### src/rtl/acs_pkg.sv
// acs_pkg: shared constants and types of the converter sequencer
package acs_pkg;

   // =====================================================================
   // widths and sizes
   localparam int RES_W     = 12;
   localparam int BUF_DEPTH = 16;
   localparam int N_INPUTS  = 13;
   localparam int SEL_W     = 5;

   // =====================================================================
   // trigger source and counts
   localparam logic [2:0] TRIG_AUTO        = 3'h7;
   localparam int         CONV_DIV_DEF     = 8;
   localparam int         SAMPLE_TICKS_DEF = 3;

   // =====================================================================
   // successive approximation start points
   localparam logic [11:0] MID_12     = 12'h800;
   localparam logic [11:0] MID_10     = 12'h200;
   localparam logic [3:0]  MSB_12     = 4'hb;
   localparam logic [3:0]  MSB_10     = 4'h9;
   localparam logic [11:0] RESULT_RST = 12'h000;

   // =====================================================================
   // sequencer states
   typedef enum logic [3:0] {
      ST_IDLE   = 4'b0001,
      ST_SAMPLE = 4'b0010,
      ST_WAIT   = 4'b0100,
      ST_CONV   = 4'b1000
   } acs_state_e;

endpackage

### src/rtl/acs_sar.sv
// acs_sar: successive approximation register engine
`timescale 1ns/1ps
module acs_sar import acs_pkg::*; (
   // clock and reset
   input  wire logic              clk,
   input  wire logic              reset,
   input  wire logic              ce,
   // control
   input  wire logic              tick,
   input  wire logic              start,
   input  wire logic              abort,
   input  wire logic              mode_12bit,
   input  wire logic              compare_high,
   // results
   output logic      [RES_W-1:0]  trial_code,
   output logic                   busy,
   output logic                   done,
   output logic      [RES_W-1:0]  result
);

   // =====================================================================
   // state
   typedef struct packed {
      logic              busy;
      logic              armed;
      logic [3:0]        bit_idx;
      logic [RES_W-1:0]  code;
      logic              done;
      logic [RES_W-1:0]  result;
   } acs_sar_s;

   acs_sar_s s;
   acs_sar_s next_s;

   // =====================================================================
   // binary search; the comparator threshold sits half an LSB below the
   // trial code, so the search saturates on its own at both ends
   always_comb begin
      next_s = s;
      next_s.done = 1'b0;
      if (abort) begin
         next_s.busy = 1'b0;
         next_s.code = RESULT_RST;
      end else if (start) begin
         next_s.busy    = 1'b1;
         next_s.armed   = 1'b0;
         next_s.bit_idx = mode_12bit ? MSB_12 : MSB_10;
         next_s.code    = mode_12bit ? MID_12 : MID_10;
      end else if (s.busy && tick) begin
         // first tick only lets the trial code settle
         if (!s.armed) begin
            next_s.armed = 1'b1;
         end else begin
            if (!compare_high) begin
               next_s.code[s.bit_idx] = 1'b0;
            end
            if (s.bit_idx == 4'h0) begin
               next_s.busy   = 1'b0;
               next_s.done   = 1'b1;
               next_s.result = next_s.code;
            end else begin
               next_s.bit_idx = s.bit_idx - 4'h1;
               next_s.code[s.bit_idx - 4'h1] = 1'b1;
            end
         end
      end
   end

   always_ff @(posedge clk or posedge reset) begin
      if (reset) begin
         s <= '0;
      end else if (ce) begin
         s <= next_s;
      end
   end

   assign trial_code = s.code;
   assign busy       = s.busy;
   assign done       = s.done;
   assign result     = s.result;
endmodule

### src/rtl/acs_seq.sv
// acs_seq: converter sequencer with sleep and idle handling
//
// What this block does
// - sleep without rc clock stops converter clock and holds it low.
// - sleep during conversion aborts it unless rc clock is selected.
// - after sleep an aborted conversion is dropped and a fresh one starts.
// - sleep entry and exit leave counters, buffer and flags untouched.
// - with rc clock selected, sampling and converting go on during sleep.
// - each finished conversion sets done and writes the result buffer.
// - end-of-sequence interrupt in sleep raises a wake request when enabled.
// - trigger source 111 is the automatic trigger, working in sleep too when rc clock is selected.
// - stop_in_idle at 0 keeps full operation in idle.
// - stop_in_idle at 1 makes idle behave exactly like sleep.
// - two-channel mode converts sample/hold 0 then 1 on each trigger.
// - samples_per_interrupt of 7 gives the interrupt after eight conversions.
// - sampling completes before conversion; a sample period separates conversions.
// - ten-bit midscale code 0x200 sits at 512/1024 of the reference.
// - ten-bit codes saturate to all ones and zeros below half LSB.
// - twelve-bit midscale code at 2048/4096, LSB is reference/4096.
// - twelve-bit first transition at half LSB, below it all zeros.
// - the interrupt reinitialises the sequence to its first step.
// - scan visits bitmap inputs in ascending order, one per sequence.
`timescale 1ns/1ps
module acs_seq import acs_pkg::*; #(
   parameter int CONV_DIV     = CONV_DIV_DEF,
   parameter int SAMPLE_TICKS = SAMPLE_TICKS_DEF
) (
   // clock and reset
   input  wire logic                        clk,
   input  wire logic                        reset,
   input  wire logic                        ce,
   // configuration
   input  wire logic                        module_on,
   input  wire logic                        rc_clock_select,
   input  wire logic                        stop_in_idle,
   input  wire logic [2:0]                  trigger_source_select,
   input  wire logic                        start_trigger,
   input  wire logic [3:0]                  samples_per_interrupt,
   input  wire logic [1:0]                  channel_count_select,
   input  wire logic                        alternate_input_enable,
   input  wire logic                        scan_enable,
   input  wire logic [N_INPUTS-1:0]         scan_select_bitmap,
   input  wire logic [SEL_W-1:0]            ch0_input_a,
   input  wire logic [SEL_W-1:0]            ch0_input_b,
   input  wire logic [SEL_W-1:0]            ch1_input_a,
   input  wire logic [SEL_W-1:0]            ch1_input_b,
   input  wire logic                        mode_12bit,
   input  wire logic                        done_clear,
   input  wire logic                        interrupt_enable,
   // power controller
   input  wire logic                        sleep_mode,
   input  wire logic                        idle_mode,
   // analog front end
   input  wire logic                        rc_osc,
   input  wire logic                        compare_high,
   output logic                             conv_clock,
   output logic                             sample_hold_0,
   output logic                             sample_hold_1,
   output logic [SEL_W-1:0]                 input_select,
   output logic [RES_W-1:0]                 dac_code,
   // status and results
   output logic                             done,
   output logic                             busy,
   output logic                             adc_interrupt,
   output logic                             wake_request,
   output logic [3:0]                       buffer_index,
   output logic [BUF_DEPTH*RES_W-1:0]       result_buffer
);

   // =====================================================================
   // state
   typedef struct packed {
      acs_state_e                        state;
      logic                              ch;
      logic [7:0]                        sample_cnt;
      logic [7:0]                        div_cnt;
      logic                              conv_clock;
      logic [2:0]                        rc_sync;
      logic                              rc_level;
      logic [2:0]                        cmp_sync;
      logic                              cmp_level;
      logic                              alt_b;
      logic [3:0]                        scan_ptr;
      logic [3:0]                        conv_cnt;
      logic [3:0]                        buf_ptr;
      logic [BUF_DEPTH-1:0][RES_W-1:0]   bufw;
      logic                              done;
      logic                              irq;
      logic                              wake;
      logic [SEL_W-1:0]                  input_sel;
      logic                              sh0;
      logic                              sh1;
      logic                              sar_start;
      logic                              sar_abort;
   } acs_seq_s;

   acs_seq_s s;
   acs_seq_s next_s;

   logic              stopped;
   logic              halted;
   logic              conv_done;
   logic              irq_event;
   logic              sar_busy;
   logic              sar_done;
   logic [RES_W-1:0]  sar_result;
   logic              tick;

   // =====================================================================
   // lowest marked input at or above the pointer, else the lowest overall
   function automatic logic [3:0] next_scan(input logic [N_INPUTS-1:0] bm,
                                            input logic [3:0]          from);
      logic [3:0] pick;
      logic       found;
      pick  = 4'h0;
      found = 1'b0;
      for (int i = N_INPUTS - 1; i >= 0; i--) begin
         if (bm[i] && (4'(i) >= from)) begin
            pick  = 4'(i);
            found = 1'b1;
         end
      end
      if (!found) begin
         for (int i = N_INPUTS - 1; i >= 0; i--) begin
            if (bm[i]) begin
               pick = 4'(i);
            end
         end
      end
      return pick;
   endfunction

   // =====================================================================
   // power state
   assign stopped   = sleep_mode | (idle_mode & stop_in_idle);
   assign halted    = stopped & ~rc_clock_select;
   assign conv_done = sar_done && (s.state == ST_CONV);
   assign irq_event = conv_done && (s.conv_cnt == samples_per_interrupt);

   // =====================================================================
   // conversion clock: system divider, or rc oscillator edges
   always_comb begin
      tick = 1'b0;
      if (!(halted || !module_on)) begin
         if (rc_clock_select) begin
            tick = (s.rc_sync[2] == s.rc_sync[1]) && s.rc_sync[1] && !s.rc_level;
         end else begin
            tick = (s.div_cnt == 8'(CONV_DIV - 1));
         end
      end
   end

   // =====================================================================
   // sequencer
   always_comb begin
      logic [3:0] scan_cur;
      logic       use_b;
      logic       two_ch;
      logic       go;
      scan_cur = next_scan(scan_select_bitmap, s.scan_ptr);
      use_b    = alternate_input_enable & s.alt_b;
      two_ch   = (channel_count_select != 2'b00);
      go       = (trigger_source_select == TRIG_AUTO) || start_trigger;

      next_s           = s;
      next_s.sar_start = 1'b0;
      next_s.sar_abort = 1'b0;
      next_s.irq       = 1'b0;
      next_s.wake      = 1'b0;

      // pin synchronisers; a change counts once stages two and three agree
      next_s.rc_sync  = {s.rc_sync[1:0], rc_osc};
      next_s.cmp_sync = {s.cmp_sync[1:0], compare_high};
      if (s.rc_sync[2] == s.rc_sync[1]) begin
         next_s.rc_level = s.rc_sync[1];
      end
      if (s.cmp_sync[2] == s.cmp_sync[1]) begin
         next_s.cmp_level = s.cmp_sync[1];
      end

      // clock held low while stopped without the rc source
      if (halted || !module_on) begin
         next_s.div_cnt    = 8'h00;
         next_s.conv_clock = 1'b0;
      end else if (rc_clock_select) begin
         next_s.conv_clock = s.rc_level;
      end else begin
         next_s.div_cnt    = tick ? 8'h00 : s.div_cnt + 8'h01;
         next_s.conv_clock = (s.div_cnt < 8'(CONV_DIV / 2));
      end

      if (done_clear) begin
         next_s.done = 1'b0;
      end

      case (s.state)
         ST_IDLE: begin
            if (module_on && !halted) begin
               next_s.state      = ST_SAMPLE;
               next_s.ch         = 1'b0;
               next_s.sample_cnt = 8'h00;
               next_s.sh0        = 1'b1;
               if (use_b) begin
                  next_s.input_sel = ch0_input_b;
               end else if (scan_enable) begin
                  next_s.input_sel = {1'b0, scan_cur};
               end else begin
                  next_s.input_sel = ch0_input_a;
               end
            end
         end
         ST_SAMPLE: begin
            // the whole sample period runs before any conversion
            if (tick) begin
               if (s.sample_cnt == 8'(SAMPLE_TICKS - 1)) begin
                  next_s.sample_cnt = 8'h00;
                  if (s.ch) begin
                     next_s.state     = ST_CONV;
                     next_s.sh1       = 1'b0;
                     next_s.sar_start = 1'b1;
                  end else begin
                     next_s.state = ST_WAIT;
                  end
               end else begin
                  next_s.sample_cnt = s.sample_cnt + 8'h01;
               end
            end
         end
         ST_WAIT: begin
            if (go) begin
               next_s.state     = ST_CONV;
               next_s.sh0       = 1'b0;
               next_s.sar_start = 1'b1;
            end
         end
         ST_CONV: begin
            if (sar_done) begin
               next_s.done              = 1'b1;
               next_s.bufw[s.buf_ptr]   = sar_result;
               next_s.buf_ptr           = s.buf_ptr + 4'h1;
               next_s.conv_cnt          = s.conv_cnt + 4'h1;
               if (two_ch && !s.ch) begin
                  next_s.state      = ST_SAMPLE;
                  next_s.ch         = 1'b1;
                  next_s.sh1        = 1'b1;
                  next_s.sample_cnt = 8'h00;
                  next_s.input_sel  = use_b ? ch1_input_b : ch1_input_a;
               end else begin
                  next_s.state = ST_IDLE;
                  if (alternate_input_enable) begin
                     next_s.alt_b = ~s.alt_b;
                  end
                  if (scan_enable && !use_b) begin
                     next_s.scan_ptr = scan_cur + 4'h1;
                  end
               end
            end
         end
         default: begin
            next_s.state = ST_IDLE;
         end
      endcase

      // interrupt restarts the sequence from its first step
      if (irq_event) begin
         next_s.irq      = 1'b1;
         next_s.wake     = interrupt_enable & stopped;
         next_s.conv_cnt = 4'h0;
         next_s.buf_ptr  = 4'h0;
         next_s.alt_b    = 1'b0;
         next_s.scan_ptr = 4'h0;
         next_s.ch       = 1'b0;
         next_s.sh1      = 1'b0;
         next_s.state    = ST_IDLE;
      end

      // counters, buffer and flags survive; only the sequence is dropped
      if ((halted || !module_on) && (s.state != ST_IDLE)) begin
         next_s.state      = ST_IDLE;
         next_s.sh0        = 1'b0;
         next_s.sh1        = 1'b0;
         next_s.sample_cnt = 8'h00;
         next_s.sar_abort  = 1'b1;
         next_s.sar_start  = 1'b0;
      end
   end

   always_ff @(posedge clk or posedge reset) begin
      if (reset) begin
         s <= '0;
         s.state <= ST_IDLE;
      end else if (ce) begin
         s <= next_s;
      end
   end

   // =====================================================================
   // approximation engine; compare level is already synchronised
   acs_sar u_sar (
      .clk          (clk),
      .reset        (reset),
      .ce           (ce),
      .tick         (tick),
      .start        (s.sar_start),
      .abort        (s.sar_abort),
      .mode_12bit   (mode_12bit),
      .compare_high (s.cmp_level),
      .trial_code   (dac_code),
      .busy         (sar_busy),
      .done         (sar_done),
      .result       (sar_result)
   );

   // =====================================================================
   // outputs
   assign conv_clock    = s.conv_clock;
   assign sample_hold_0 = s.sh0;
   assign sample_hold_1 = s.sh1;
   assign input_select  = s.input_sel;
   assign done          = s.done;
   assign busy          = sar_busy;
   assign adc_interrupt = s.irq;
   assign wake_request  = s.wake;
   assign buffer_index  = s.buf_ptr;
   assign result_buffer = s.bufw;
endmodule

### config.mk
export PLATFORM = sky130hd
export DESIGN_NAME = acs_seq
export DESIGN_NICKNAME = d
export VERILOG_FILES = /design/src/rtl/acs_pkg.sv /design/src/rtl/acs_sar.sv /design/src/rtl/acs_seq.sv
export SDC_FILE = /design/constraint.sdc
export NUM_CORES = 1
export LEC_CHECK = 0
export ABC_CLOCK_PERIOD_IN_PS = 17100
export BUFFER_PORTS_ARGS = -buffer_cell sky130_fd_sc_hd__buf_2
export CAP_MARGIN = 5
export CORE_MARGIN = 5
export CORE_UTILIZATION = 60
export DETAILED_ROUTE_END_ITERATION = 8
export MAX_ROUTING_LAYER = met4
export PLACE_DENSITY = 0.86
export SYNTH_ARGS = -nofsm -noshare
export SYNTH_HDL_FRONTEND = slang
export SYNTH_SLANG_ARGS = --single-unit
export TNS_END_PERCENT = 1
### constraint.sdc
create_clock -name clk -period 17.1 [get_ports clk]
set_clock_uncertainty 0.2 [all_clocks]
set_input_delay 3.42 -clock clk [delete_from_list [all_inputs] [get_ports clk]]
set_output_delay 3.42 -clock clk [all_outputs]
set_load 0.01 [all_outputs]
==> impl_results.md <==
* Die width at between 150 and 200 um
* Sum Neg Setup Slack at 0 ps
* Num CTS Buffers at 29
* Hold Path Stages at 1
* Root Driver: clkbuf_16
* Netlist cell types at 74
* Vias in the first global route at 9470
* Post-CTS setup buffer count at 0
* I/O Buffers at around 280
* Worst min path class: reg2reg
* Seq cells post-synth at between 200 and 300
* Fraction of registers with async set/reset at between 90% and 100%
* Drt drc at 0
* Max-cap violations at 0
* Post-CTS Resized at 0
* Layout cells sized above 1 at between 20 and 30%
* Psw at approximately 0.00037 W
* ANT cells at 0
* Mapped Nets at about 1300
* Mapped cell area at about 14000 um^2
* Avg Inst Size Synth at 11.2 um^2
* Max Clock Freq at 0.175 GHz
* Area share of the largest cell type after synthesis at 49.7%
* Final setup fails at 0
* Placed instance area at between 10000 and 15000 um^2
* Nets at ~1400
* CP cell instances: buf_2 -> nand3_1 -> nor3b_1 -> nand2_1 -> mux2_1
* Clock tree sinks at between 200 and 300
* Fin. max-slew vios at 0
* Via count at 9285
* Critical R2R Launch: s[244]
* Initial core utilization at between 60 and 70%
* Element type at the critical path start: input port
* Worst Setup End Kind: flop
* Final wirelength at ~33000 um
* DRT Pass-1 Iters at 5
* Cell Pwr Density at ~100 nW/um^2
* CTS max path bufs at 3
* Initial DRC Count at roughly 600
* Crit path max fanout at 31
* Slowest cell delay on critical path at 580 ps
* Worst Max-Slew Pin Slew at ~1000 ps
* Yosys warnings at 0
* Worst Path Required at between 15000 and 20000 ps
* Pre-CTS WS at ~11000 ps
* Avg WL per Cell at 20.1 um
* Fin. Hold Viols at 0
* Reg2reg path depth at 5
* Sequential share of power at between 40% and 50%
* Ratio of final minimum period to clock period at between 30% and 40%
* CP max stage cell: nor3b_1
* Num ports at between 200 and 300
* EDFF count, synth at 0
* Post-route design area at around 15000 um^2
* Worst-path clk slew at ~60 ps
* Top_reg_cell synth: dfrtp_1
* Clock group share of total power at between 40% and 50%
* Int Power at between 0.001 and 0.0015 W
* TritonCTS clock tree: done
* Leakage power at 8.11 nW
* Clk_lat worst skew at between 500 and 600 ps
* Worst setup margin at roughly 11000 ps
* Top post-synthesis cells by area: dfrtp_1, mux2_1, buf_4, nand2_1, o21ai_1
* CP Buf/Inv Count at 1
* H-tree levels at 1
* Final HPWL DP at about 23000 um
* Largest net degree at the start of global routing at roughly 150
* Placeable Area at approximately 23000 um^2
* Layout area overhead at 7.19%
* GRT Overall Usage at between 20% and 30%
* Critical path class: in2reg
* First-pass GRT wire length at around 52000 um
* Comb pwr share at about 9%
* Post-CTS Hold Buffers at 0
* Slew headroom at between 30% and 40%
* Cell count after synthesis at around 1200
* Post-route ant nets at 0
* Sequential-to-total area share from yosys stat at 49.9%
* Final RePlAce weighted congestion at ~0.9
* Delay-heaviest family, CP: simple AND/OR/NAND/NOR gates
* Worst EP arrival at 5910 ps
* Die Height at approximately 160 um
* Worst IR Drop VDD at a little over 0.1 mV
* Status: finished, final reports clean
* Reg-to-reg slack, setup at about 14000 ps
* Die ar. at 26400 um^2
* RSZ-0062 raised after global routing: false
* Grt ovf at 0
* Detail-routed via count per cell at approximately 5.7
* # rows at 55
* Initial antenna violation count at 0
* Minimum clock period at between 5000 and 6000 ps
* CP Launch Point: ce
* Sw frac at about 24%
* Largest area contributor in the netlist: dfrtp_1
Yosys cell counts (all sizes together) (2+ instances only):
| library cell | n |
|---|---|
| o21a | 2 |
| nor4b | 3 |
| nor4 | 3 |
| nand3 | 16 |
| a211o | 2 |
| inv | 18 |
| a31oi | 8 |
| or3 | 7 |
| buf | 235 |
| dfrtp | 277 |
| xnor2 | 4 |
| o41ai | 2 |
| and4b | 2 |
| ha | 10 |
| o31ai | 11 |
| a311o | 3 |
| and3 | 10 |
| nor2 | 45 |
| mux2 | 204 |
| a21o | 2 |
| and2 | 10 |
| or2 | 5 |
| a21oi | 40 |
| nand2 | 87 |
| nand4 | 8 |
| nor2b | 11 |
| a221oi | 2 |
| a2bb2oi | 2 |
| nor3 | 17 |
| nand2b | 14 |
| o2111ai | 3 |
| mux2i | 5 |
| a311oi | 4 |
| clkbuf | 35 |
| a22oi | 2 |
| a211oi | 2 |
| o22ai | 4 |
| nand3b | 3 |
| a21boi | 4 |
| xor2 | 9 |
| a22o | 3 |
| o21ai | 94 |
| nor3b | 2 |
| o221ai | 3 |
area by class of cell:
type                       instances  area [um^2]
clock buffer                      40          807
fill                            1679         7820
tap                              313          392
sequential                       278         6960
timing repair buffer             280         1410
multi-input combinational        682         5100
clock inverter                    14          215
inverter                          18         75.1
power groups by stage:
stage	clock, W	combinational (W)	sequential, W
global route	0.000706	0.000153	0.000713
floorplan	0	0.000116	0.000706
finish	0.000666	0.000136	0.000710
detailed placement	0	0.000135	0.000720
global placement	0	0.000132	0.000719
CTS	0.000676	0.000136	0.000709
placed cells by master (no fill, tap or decap), types with 11 or more instances in the layout:
cell	netlist	routed
a21oi_1	40	40
buf_2	16	277
clkbuf_16	0	29
dfrtp_1	277	277
inv_1	18	17
mux2_1	189	189
mux2_2	15	15
nand2_1	87	87
nand2b_1	14	14
nand3_1	15	15
nor2_1	44	44
nor2b_1	11	11
nor3_1	16	16
o21ai_0	40	40
o21ai_1	54	54
o31ai_1	11	11
kinds of logic after synthesis:
family | Yosys count | share of synthesized area [%]
AO/OA/AOI/OAI | 202 | 8.96
multiplexers | 209 | 16.8
buffers and inverters | 288 | 13.6
adder cells (fa/ha/maj) | 10 | 0.897
flip-flops | 278 | 49.9
XOR/XNOR | 13 | 0.816
AND/OR/NAND/NOR | 248 | 9.02
worst register-to-register path: stages, from the launching register on:
cell and delay (ps):
dfrtp_1 570, nor4b_4 610, nand3_1 450, nor3b_1 580
nand2_1 490, mux2_1 470
stage by stage:
| stage | power (W) | hold slack, ps | std cells | utilization [%] |
|---|---|---|---|---|
| after detailed placement | 0.000856 | 263 | 1571 | 61.2 |
| after global routing | 0.00157 | 295 | 1625 | 65.7 |
| after CTS | 0.00152 | 283 | 1625 | 65.7 |
| final | 0.00151 | 277 | 1625 | 65.7 |
| after global placement | 0.000851 | 261 | 1571 | 61.2 |
| after floorplan | 0.000821 | 251 | 1248 | - |
how the worst max path moves through the flow:
stage / cells after the start / end
floorplan: 1 / async pin
global placement: 5 / flop
detailed placement: 5 / flop
CTS: 5 / flop
global route: 5 / flop
finish: 5 / flop
layer usage:
layer  global-route usage (%)  part of all wire, %  vias up
met5                        -                    0        -
met4                     7.30                  2.9        0
met3                     5.04                  7.9       62
met2                     40.8                   49      374
met1                     32.0                   41     4622
li1                         -                    -     4227
Note: power is estimated with default switching activity, not from simulation.
